$ cat src/core/ctw_map.svh
// Register offsets, field positions, reset values and timing counts
`ifndef CTW_MAP_SVH
`define CTW_MAP_SVH
`define CTW_ADDR_THERM 8'h12
`define CTW_ADDR_WDOG 8'h13
`define CTW_ADDR_RESTART 8'hfa
`define CTW_BIT_BYPASS 5
`define CTW_BIT_HEALTHY 4
`define CTW_BIT_AUXREG 2
`define CTW_BIT_WD_INHIBIT 1
`define CTW_THERM_RESET 8'h00
`define CTW_WDOG_RESET 8'h6c
`define CTW_WDOG_WMASK 8'hfe
`define CTW_RESTART_CODE 8'hb5
`define CTW_RESTART_READ 8'hff
`define CTW_UNMAPPED_READ 8'h00
`define CTW_REFRESH_NS 1000000000
`define CTW_CLK_NS 20
`define CTW_WD_S 32
`endif

$ cat src/core/ctw_pkg.sv
// Types shared by the charger thermal and watchdog register bank
package ctw_pkg;
    typedef struct packed {
        logic wr;
        logic rd;
        logic [7:0] addr;
        logic [7:0] wdata;
    } ctw_req_type;

    typedef struct packed {
        logic healthy;
        logic [3:0] above;
    } ctw_therm_type;
endpackage : ctw_pkg

$ cat src/core/ctw_regs.sv
// Thermistor status, watchdog control and charge-restart register bank
`timescale 1ns/1ps
`include "ctw_map.svh"

module ctw_regs #(
    parameter int unsigned REFRESH_CYCLES = `CTW_REFRESH_NS / `CTW_CLK_NS,
    parameter int unsigned WD_CYCLES = `CTW_WD_S * (`CTW_REFRESH_NS / `CTW_CLK_NS)
) (
    // Clock and reset
    input wire logic i_mclk,
    input wire logic i_rst,
    // Register port from the serial control block
    input wire ctw_pkg::ctw_req_type i_req,
    output logic [7:0] o_rdata,
    // Analog thermistor comparator pins
    input wire logic [3:0] i_above_raw,
    input wire logic i_sensor_fault_raw,
    // Charger state and watchdog service
    input wire logic i_charge_done,
    input wire logic i_wd_kick,
    // Controls to the charger core
    output ctw_pkg::ctw_therm_type o_therm_effective,
    output logic o_temp_policy_active,
    output logic o_aux_regulator_on,
    output logic o_restart_pulse,
    output logic o_wd_expired
);

    ////////////////////////////////////////////////////////////////////////
    // Pin synchronisers, three stages, change taken when stages 2 and 3 agree
    logic [4:0] sync1_reg;
    logic [4:0] sync2_reg;
    logic [4:0] sync3_reg;
    logic [4:0] stable_reg;
    logic [4:0] stable_next;

    assign stable_next = (sync2_reg == sync3_reg) ? sync3_reg : stable_reg;

    always_ff @(posedge i_mclk) begin
        if (i_rst) begin
            sync1_reg <= 5'h00;
            sync2_reg <= 5'h00;
            sync3_reg <= 5'h00;
            stable_reg <= 5'h00;
        end else begin
            sync1_reg <= {i_sensor_fault_raw, i_above_raw};
            sync2_reg <= sync1_reg;
            sync3_reg <= sync2_reg;
            stable_reg <= stable_next;
        end
    end

    ////////////////////////////////////////////////////////////////////////
    // Once-a-second sample of threshold flags
    logic [29:0] sec_cnt_reg;
    logic [29:0] sec_cnt_next;
    wire sec_tick = (sec_cnt_reg == 30'(REFRESH_CYCLES - 1));
    ctw_pkg::ctw_therm_type flags_reg;
    ctw_pkg::ctw_therm_type flags_next;

    assign sec_cnt_next = sec_tick ? 30'h0 : sec_cnt_reg + 30'h1;
    assign flags_next.above = sec_tick ? stable_reg[3:0] : flags_reg.above;
    assign flags_next.healthy = ~stable_reg[4];

    always_ff @(posedge i_mclk) begin
        if (i_rst) begin
            sec_cnt_reg <= 30'h0;
            flags_reg <= '0;
        end else begin
            sec_cnt_reg <= sec_cnt_next;
            flags_reg <= flags_next;
        end
    end

    ////////////////////////////////////////////////////////////////////////
    // Register writes
    logic [7:0] therm_ctl_reg;
    logic [7:0] wdog_reg;
    logic [7:0] therm_ctl_next;
    logic [7:0] wdog_next;
    wire wr_therm = i_req.wr && (i_req.addr == `CTW_ADDR_THERM);
    wire wr_wdog = i_req.wr && (i_req.addr == `CTW_ADDR_WDOG);
    wire wr_restart = i_req.wr && (i_req.addr == `CTW_ADDR_RESTART);

    assign therm_ctl_next = wr_therm ? (i_req.wdata & 8'h20) : therm_ctl_reg;
    // bit 1 inhibits the watchdog, bit 2 drives the aux regulator, bit 0 kept zero
    assign wdog_next = wr_wdog ? (i_req.wdata & `CTW_WDOG_WMASK) : wdog_reg;

    always_ff @(posedge i_mclk) begin
        if (i_rst) begin
            therm_ctl_reg <= `CTW_THERM_RESET;
            wdog_reg <= `CTW_WDOG_RESET;
        end else begin
            therm_ctl_reg <= therm_ctl_next;
            wdog_reg <= wdog_next;
        end
    end

    wire bypass = therm_ctl_reg[`CTW_BIT_BYPASS];
    wire wd_inhibit = wdog_reg[`CTW_BIT_WD_INHIBIT];

    ////////////////////////////////////////////////////////////////////////
    // Effect of temperature results on charging
    // results steer charging unless the bypass bit is set
    assign o_temp_policy_active = ~bypass;
    assign o_therm_effective = bypass ? ctw_pkg::ctw_therm_type'(5'h10) : flags_reg;
    assign o_aux_regulator_on = wdog_reg[`CTW_BIT_AUXREG];

    ////////////////////////////////////////////////////////////////////////
    // Charge restart command
    logic restart_reg;
    // code only in charge-done, other values ignored
    wire restart_next = wr_restart && (i_req.wdata == `CTW_RESTART_CODE) && i_charge_done;

    always_ff @(posedge i_mclk) begin
        if (i_rst) begin
            restart_reg <= 1'b0;
        end else begin
            restart_reg <= restart_next;
        end
    end
    assign o_restart_pulse = restart_reg;

    ////////////////////////////////////////////////////////////////////////
    // Long-interval watchdog
    logic [31:0] wd_cnt_reg;
    logic [31:0] wd_cnt_next;
    logic wd_exp_reg;
    logic wd_exp_next;
    wire wd_end = (wd_cnt_reg == 32'(WD_CYCLES - 1));

    assign wd_cnt_next = (wd_inhibit || i_wd_kick || i_req.wr || wd_end) ? 32'h0 : wd_cnt_reg + 32'h1;
    assign wd_exp_next = wd_inhibit ? 1'b0 : (wd_exp_reg || wd_end);

    always_ff @(posedge i_mclk) begin
        if (i_rst) begin
            wd_cnt_reg <= 32'h0;
            wd_exp_reg <= 1'b0;
        end else begin
            wd_cnt_reg <= wd_cnt_next;
            wd_exp_reg <= wd_exp_next;
        end
    end
    assign o_wd_expired = wd_exp_reg;

    ////////////////////////////////////////////////////////////////////////
    // Read mux
    logic [7:0] rdata_reg;
    logic [7:0] rdata_next;
    wire [7:0] therm_view = {2'b00, bypass, flags_reg.healthy, flags_reg.above};
    assign rdata_next = !i_req.rd ? rdata_reg :
        (i_req.addr == `CTW_ADDR_THERM) ? therm_view :
        (i_req.addr == `CTW_ADDR_WDOG) ? wdog_reg :
        (i_req.addr == `CTW_ADDR_RESTART) ? `CTW_RESTART_READ : `CTW_UNMAPPED_READ;

    always_ff @(posedge i_mclk) begin
        if (i_rst) begin
            rdata_reg <= 8'h00;
        end else begin
            rdata_reg <= rdata_next;
        end
    end
    assign o_rdata = rdata_reg;

endmodule : ctw_regs

$ cat config.mk
export PLATFORM = sky130hd
export DESIGN_NAME = ctw_regs
export DESIGN_NICKNAME = d
export VERILOG_FILES = /design/src/core/ctw_pkg.sv /design/src/core/ctw_regs.sv
export VERILOG_INCLUDE_DIRS = /design/src /design/src/core
export SDC_FILE = /design/constraint.sdc
export NUM_CORES = 1
export LEC_CHECK = 0
export BUFFER_PORTS_ARGS = -buffer_cell sky130_fd_sc_hd__buf_2
export CAP_MARGIN = 20
export CORE_UTILIZATION = 55
export CTS_CLUSTER_SIZE = 30
export DETAILED_ROUTE_END_ITERATION = 10
export PLACE_DENSITY = 0.83
export SLEW_MARGIN = 10
export SYNTH_ARGS = -nofsm -noshare
export SYNTH_HDL_FRONTEND = slang
export SYNTH_SLANG_ARGS = --single-unit
$ cat constraint.sdc
create_clock -name i_mclk -period 5.6 [get_ports i_mclk]
set_input_delay 0.56 -clock i_mclk [delete_from_list [all_inputs] [get_ports i_mclk]]
set_output_delay 0.56 -clock i_mclk [all_outputs]
set_load 0.05 [all_outputs]
==> results.py, run 1 <==
metrics = {
    "run_status": {
        "outcome": "finished clean",
    },
    "yosys": {
        "synth.area.top_cells": "dfxtp_1, nor2_1, xor2_1, nand3_1, xnor2_1",
        "syn-instance-count": 520,
        "synth_enable_flop_cells": 0,
        "synth-seq-area-share_pct": 46.09,
        "synth_flop_cell": "dfxtp_1",
        "syn_avg_cell_area_um2": 8.770,
        "yosys.area.top_type": "dfxtp_1",
        "synth_top_area_share_pct": 46.09,
        "async_flop_share_pct": 0,
        "synth_cell_types": 49,
        "synth.cell_area_mm2": 0.004561,
        "synth_nets": 549,
        "ys_warn_count": 0,
        "ys_seq_elements": 105,
    },
    "timing": {
        "max_freq_mhz": 391.8,
        "rsz0062_at_grt": "no",
        "finClkSkew_ns": 0.02177,
        "timing.final.crit_share_pct": 45.57,
        "slew_headroom_pct": 41.43,
        "period_minus_slack_ns": 2.552,
        "setup_slack_ns": 3.048,
        "slew_violations": 0,
        "setup_violations": 0,
        "worst_pin_slew_ns": 0.8785,
        "fin_setup_tns_ns": 0,
        "finalHoldViolCount": 0,
        "hold_slack_ns": 0.3835,
    },
    "hold_path": {
        "worstHoldStart": "i_above_raw[0]",
        "hold_path_class": "primary input to register",
    },
    "flow_run": {
        "cap_violations": 0,
    },
    "die": {
        "coreArea_mm2": 0.007888,
        "pin_count": 44,
        "dieArea_mm2": 0.008660,
        "fp-row-count": 32,
        "die_h_um": 93.06,
        "initial_core_util_pct": 57.82,
        "die-width_um": 93.06,
    },
    "global_route": {
        "grt_pass1_vias": 3498,
        "grt_first_pass_wirelength_mm": 15.59,
        "grt_use_total_pct": 22.15,
        "grt-ovfl-total": 0,
        "grt_max_degree": 51,
        "antenna_found_initial": 0,
    },
    "cts": {
        "numCtsBuffers": 9,
        "clockBufferDepth": 2,
        "cts_tree": "built",
        "htree_levels": 3,
        "post-cts-setup-buffer-count": 0,
        "cts_hold_buf": 0,
        "clk_pin_slew_ns": 0.12,
        "clock-sinks": 105,
        "postCtsResizedCells": 0,
        "cts_root_buffer": "clkbuf_8",
        "clk_latency_ns": 0.38,
    },
    "pwr": {
        "leakage_nw": 1.796,
        "p_total_mw": 1.307,
        "ir_drop_uv": 195.9,
        "pwr_density_cell_mw_per_mm2": 260.8,
    },
    "placement": {
        "place.gp.congestion": 0.8930,
        "post-dp-hpwl_mm": 6.420,
        "post-place-cells": 645,
        "portBuffers": 43,
        "pre_cts_ws_ns": 3.076,
    },
    "detailed_routing": {
        "wl_mm": 9.228,
        "num_vias": 3786,
        "dr.pass1.iters": 5,
        "drt_iter0_markers": 162,
        "drc": 0,
        "wire_per_inst_um": 13.96,
        "drt-vias-per-instance": 5.728,
        "ant_nets": 0,
    },
    "layout": {
        "largest_reg_flops": 32,
        "fin_nets": 583,
        "fill_cells": 643,
        "stdcell_count": 661,
        "areaGrowthSynthToFinish_pct": 9.877,
        "drive_above_1_share_pct": 12.52,
        "antenna_cells": 0,
    },
    "worst_setup_path": {
        "crit_type": "register to register",
        "worstPathCellList": "ha_1 > and4_1 > nand3_4 > nor4_4 > or2_1 > nor2_1",
        "crit_slowest_cell": "or2_1",
        "crit_arrival_ns": 2.78,
        "end_kind": "register",
        "worstReg2RegStart": "sec_cnt_reg[0]",
        "worst_path_largest_cell_delay_ns": 0.73,
        "cp.required_ns": 5.83,
        "crit_buf_inv": 0,
        "crit_start": "sec_cnt_reg[0]",
        "worstSetupStartpointType": "register",
        "crit_family": "simple AND/OR/NAND/NOR gates",
        "path_max_fanout": 25,
    },
}
[layout make-up]
| type | instances | area [um^2] | area share, % |
|---|---|---|---|
| clock buffer | 9 | 123.9 | 2.472 |
| tap | 102 | 127.6 | 2.547 |
| sequential | 105 | 2102 | 41.95 |
| multi-input combinational | 385 | 2315 | 46.19 |
| timing repair buffer | 45 | 230.2 | 4.594 |
| inverter | 8 | 30.03 | 0.5993 |
| clock inverter | 7 | 82.58 | 1.648 |
[cells in the final DEF, fill, tap and decap left out, types with 2 or more instances in the layout]
cell type and n:
nand3_1 35, or4_1 7, or3_1 5, clkbuf_8 9, a31oi_1 3, ha_1 2, xor2_1 29, mux2i_1 10
and3_1 12, and2_1 3, buf_2 43, or3b_2 2, a211o_1 4, and4_1 7, nand4_1 23, nand2_1 40
nor4_4 2, a21oi_1 19, nor2b_1 21, nor3_1 19, nand2b_1 2, o21ai_0 12, xnor2_1 18, nor2_1 76
inv_1 8, or2_1 2, nor4_1 9, buf_4 2, inv_8 3, clkinv_8 2, dfxtp_1 105, nor4b_1 2
a221oi_1 5
[path summary, 6_finish.rpt]
path                                  endpoint  slack, ns  depth (start not counted)
worst max-delay path            sec_cnt_reg[5]       3.05                          6
worst max register to register  sec_cnt_reg[5]       3.05                          6
worst min-delay path              sync1_reg[0]       0.38                          2
worst min register to register    flags_reg[4]       0.43                          1
[per-stage QoR]
stage,utilization [%],instance area (um^2)
after floorplan,-,4561
after global placement,60.91,4805
after detailed placement,60.91,4805
after CTS,63.53,5011
after global routing,63.53,5011
final,63.53,5011
[routing by layer]
layer  global-route usage (%)  vias up  part of all wire, %
met3                    5.122       12                  5.0
met2                    37.19      102                   47
li1                         -     1888                    -
met1                    28.21     1784                   46
met4                    6.795        0                  1.2
met5                        0        -                    0
[Yosys cell counts (9+ instances only)]
cell / n
dfxtp_1: 105
nor2_1: 76
nand2_1: 40
nand3_1: 35
xor2_1: 29
nand4_1: 23
nor2b_1: 21
a21oi_1: 19
nor3_1: 19
xnor2_1: 18
clkbuf_1: 13
and3_1: 12
o21ai_0: 12
mux2i_1: 10
nor4_1: 9
[report_power, final]
| group | switching [mW] | internal, mW | total (mW) |
|---|---|---|---|
| Combinational | 0.0429 | 0.0247 | 0.0676 |
| Sequential | 0.00951 | 0.758 | 0.768 |
| Clock | 0.292 | 0.179 | 0.471 |
| Total | 0.344 | 0.962 | 1.31 |
[cell families (layout without fill, tap and decap cells)]
family	count (synthesis)	in the layout	share of synthesized area, %
and+or+nand+nor	276	276	32.18
DFF	105	105	46.09
adders and majority gates	2	2	0.5486
AOI/OAI and AO/OA	50	50	6.804
buffers and inverters	30	69	3.155
muxes	10	10	2.195
xor gates and xnor gates	47	47	9.026
[worst register-to-register path, stage by stage (launching register included)]
cell and delay (ns):
dfxtp_1 0.38, ha_1 0.22, and4_1 0.36, nand3_4 0.13
nor4_4 0.47, or2_1 0.73, nor2_1 0.12
(Power assumes the default switching activity.)
==> inputs of run 2 (changes only) <==
Settings changed: ABC_AREA set to 1, CORE_UTILIZATION 55 to 54, PLACE_DENSITY 0.83 to 0.84.
Clock period 5.6 ns to 2.25 ns, I/O delays scaled along.
==> run 2 against run 1 <==
Synthesized cell count grew 54%. Final area grew 15%. Sequential share of layout area decreased by 5.4 points. Critical endpoint is now sec_cnt_reg[12].
==> results.py, run 2 <==
metrics = {
    "run_status": {
        "outcome": "finished clean",
    },
    "timing": {
        "rsz0062_at_grt": "no",
        "slew_violations": 0,
        "setup_slack_ns": 0.3651,
        "max_freq_mhz": 530.5,
        "timing.final.crit_share_pct": 83.77,
        "finalHoldViolCount": 0,
        "worst_pin_slew_ns": 0.5221,
        "period_minus_slack_ns": 1.885,
        "finClkSkew_ns": 0.01345,
        "setup_violations": 0,
        "slew_headroom_pct": 65.06,
        "fin_setup_tns_ns": 0,
    },
    "yosys": {
        "synth.most_common_cell": "nand2_1",
        "synth_nets": 828,
        "ys_seq_elements": 105,
        "synth_top_family_by_area": "simple AND/OR/NAND/NOR gates",
        "yosys.area.top_type": "dfxtp_1",
        "synth_mux_area_share_pct": 0,
        "synthAdderAreaFrac_pct": 0.4782,
        "synth.cell_area_mm2": 0.005233,
        "synth_enable_flop_cells": 0,
        "async_flop_share_pct": 0,
        "ys_warn_count": 0,
        "synth_flop_cell": "dfxtp_1",
        "synth_common_cells": "nand2_1, nor2_1, dfxtp_1",
        "synth_compound_area_share_pct": 4.830,
        "synth.area.top_cells": "dfxtp_1, nand2_1, nor2_1, inv_1, nand3_1",
        "synth_top_area_share_pct": 40.17,
        "syn_avg_cell_area_um2": 6.549,
        "synth_xor_xnor_area_share_pct": 4.185,
        "synthSimpleGateAreaFrac_pct": 41.61,
        "syn-instance-count": 799,
        "synth-seq-area-share_pct": 40.17,
        "synth_cell_types": 26,
    },
    "layout": {
        "areaGrowthSynthToFinish_pct": 9.900,
        "final_util_pct": 61.65,
        "fin_nets": 874,
        "final_area_mm2": 0.005751,
        "most-common-layout-cells": "nand2_1, nor2_1, dfxtp_1, inv_1",
        "fill_cells": 866,
        "drive_above_1_share_pct": 11.41,
        "mostFrequentLayoutCell": "nand2_1",
        "antenna_cells": 0,
        "largest_reg_flops": 32,
    },
    "global_route": {
        "grt-ovfl-total": 0,
        "grt_use_total_pct": 23.13,
        "grt_pass1_vias": 4295,
        "antenna_found_initial": 0,
        "grt_max_degree": 31,
        "grt_first_pass_wirelength_mm": 18.72,
    },
    "worst_setup_path": {
        "crit_type": "register to register",
        "worst_path_largest_cell_delay_ns": 0.45,
        "worstPathCellList": "ha_1 > inv_1 > nor2_4 > nand3_2 > nor2_4 > nand2_4 > nand2_4 > nor2_1",
        "end_kind": "register",
        "path_max_fanout": 30,
        "crit_buf_inv": 1,
        "crit_family": "simple AND/OR/NAND/NOR gates",
        "cp.required_ns": 2.51,
        "crit_arrival_ns": 2.14,
        "crit_slowest_cell": "dfxtp_1",
        "worstSetupStartpointType": "register",
    },
    "cts": {
        "clockBufferDepth": 2,
        "cts_hold_buf": 0,
        "numCtsBuffers": 9,
        "cts_root_buffer": "clkbuf_8",
        "clock-sinks": 105,
        "cts_tree": "built",
        "postCtsResizedCells": 0,
        "post-cts-setup-buffer-count": 0,
        "htree_levels": 3,
        "clk_pin_slew_ns": 0.11,
        "clk_latency_ns": 0.38,
    },
    "pwr": {
        "pwr_density_cell_mw_per_mm2": 569.1,
        "internal_power_mw": 2.420,
        "p_sw_share_pct": 26.07,
        "leakage_nw": 2.129,
        "ir_drop_uv": 484.9,
        "combPwrFrac_pct": 5.6,
        "seqPwrFrac_pct": 58.4,
        "switchingPower_mw": 0.8530,
        "p_clk_share_pct": 36.0,
    },
    "hold_path": {
        "hold_path_class": "primary input to register",
    },
    "die": {
        "die-width_um": 100.4,
        "initial_core_util_pct": 56.10,
        "dieArea_mm2": 0.01009,
        "coreArea_mm2": 0.009328,
        "fp-row-count": 35,
        "pin_count": 44,
        "die_h_um": 100.4,
    },
    "detailed_routing": {
        "ant_nets": 0,
        "dr.pass1.iters": 5,
        "met1Wirelength_mm": 5.003,
        "drt-vias-per-instance": 4.967,
        "num_vias": 4863,
        "dr_wl_met3_um": 638,
        "wire_per_inst_um": 11.12,
        "drc": 0,
        "wl_mm": 10.88,
        "drt_iter0_markers": 289,
        "dr_wl_met2_mm": 4.987,
        "highest_layer": "met4",
    },
    "placement": {
        "place.gp.congestion": 0.9167,
        "portBuffers": 43,
        "place_area_mm2": 0.005543,
        "post-dp-hpwl_mm": 8.037,
        "pre_cts_ws_ns": 0.4007,
    },
    "flow_run": {
        "cap_violations": 0,
    },
}
[run 2: layer usage]
layer  vias to the layer above  global-route usage, %
li1                       2543                      -
met1                      2151                  30.00
met2                       146                  38.15
met3                        23                  4.666
met4                         0                  8.473
met5                         -                      0
[run 2: layout make-up]
cell class	instances	area [um^2]	area share, %
inverter	98	367.9	6.397
sequential	105	2102	36.55
timing repair buffer	46	237.7	4.134
tap	129	161.4	2.807
clock inverter	6	70.07	1.218
multi-input combinational	585	2674	46.50
clock buffer	10	137.6	2.393
[run 2: power groups by stage]
stage,clock network (mW),registers (mW),logic (mW)
5_1_grt,1.27,1.92,0.209
3_5_place_dp,0,1.95,0.183
6_report,1.18,1.91,0.183
2_1_floorplan,0,1.97,0.117
4_1_cts,1.21,1.91,0.184
3_3_place_gp,0,1.95,0.180
[run 2: worst paths after layout]
check / start / end / slack [ns] / depth (start not counted)
hold reg to reg: sync1_reg[4] / sync2_reg[4] / 0.41 / 2
setup reg to reg: sec_cnt_reg[0] / sec_cnt_reg[12] / 0.37 / 8
hold / removal: i_sensor_fault_raw / sync1_reg[4] / 0.03 / 3
setup / recovery: sec_cnt_reg[0] / sec_cnt_reg[12] / 0.37 / 8
[run 2: per-stage QoR]
step | power, mW | hold slack (ns) | instances
after CTS | 3.302 | 0.02641 | 979
after global routing | 3.394 | 0.03087 | 979
after global placement | 2.132 | 0.3884 | 963
final | 3.273 | 0.03370 | 979
after detailed placement | 2.136 | 0.3940 | 963
after floorplan | 2.085 | 0.3320 | 799
[run 2: kinds of logic (layout without fill, tap and decap cells)]
family,after synthesis,count (layout)
DFF,105,105
and+or+nand+nor,515,515
xor gates and xnor gates,25,25
AOI/OAI and AO/OA,43,43
buffers and inverters,109,160
adders and majority gates,2,2
[run 2: tightest hold or removal path: stages]
cell and delay [ns]:
buf_2 0.09, inv_1 0.04, nor2_1 0.03
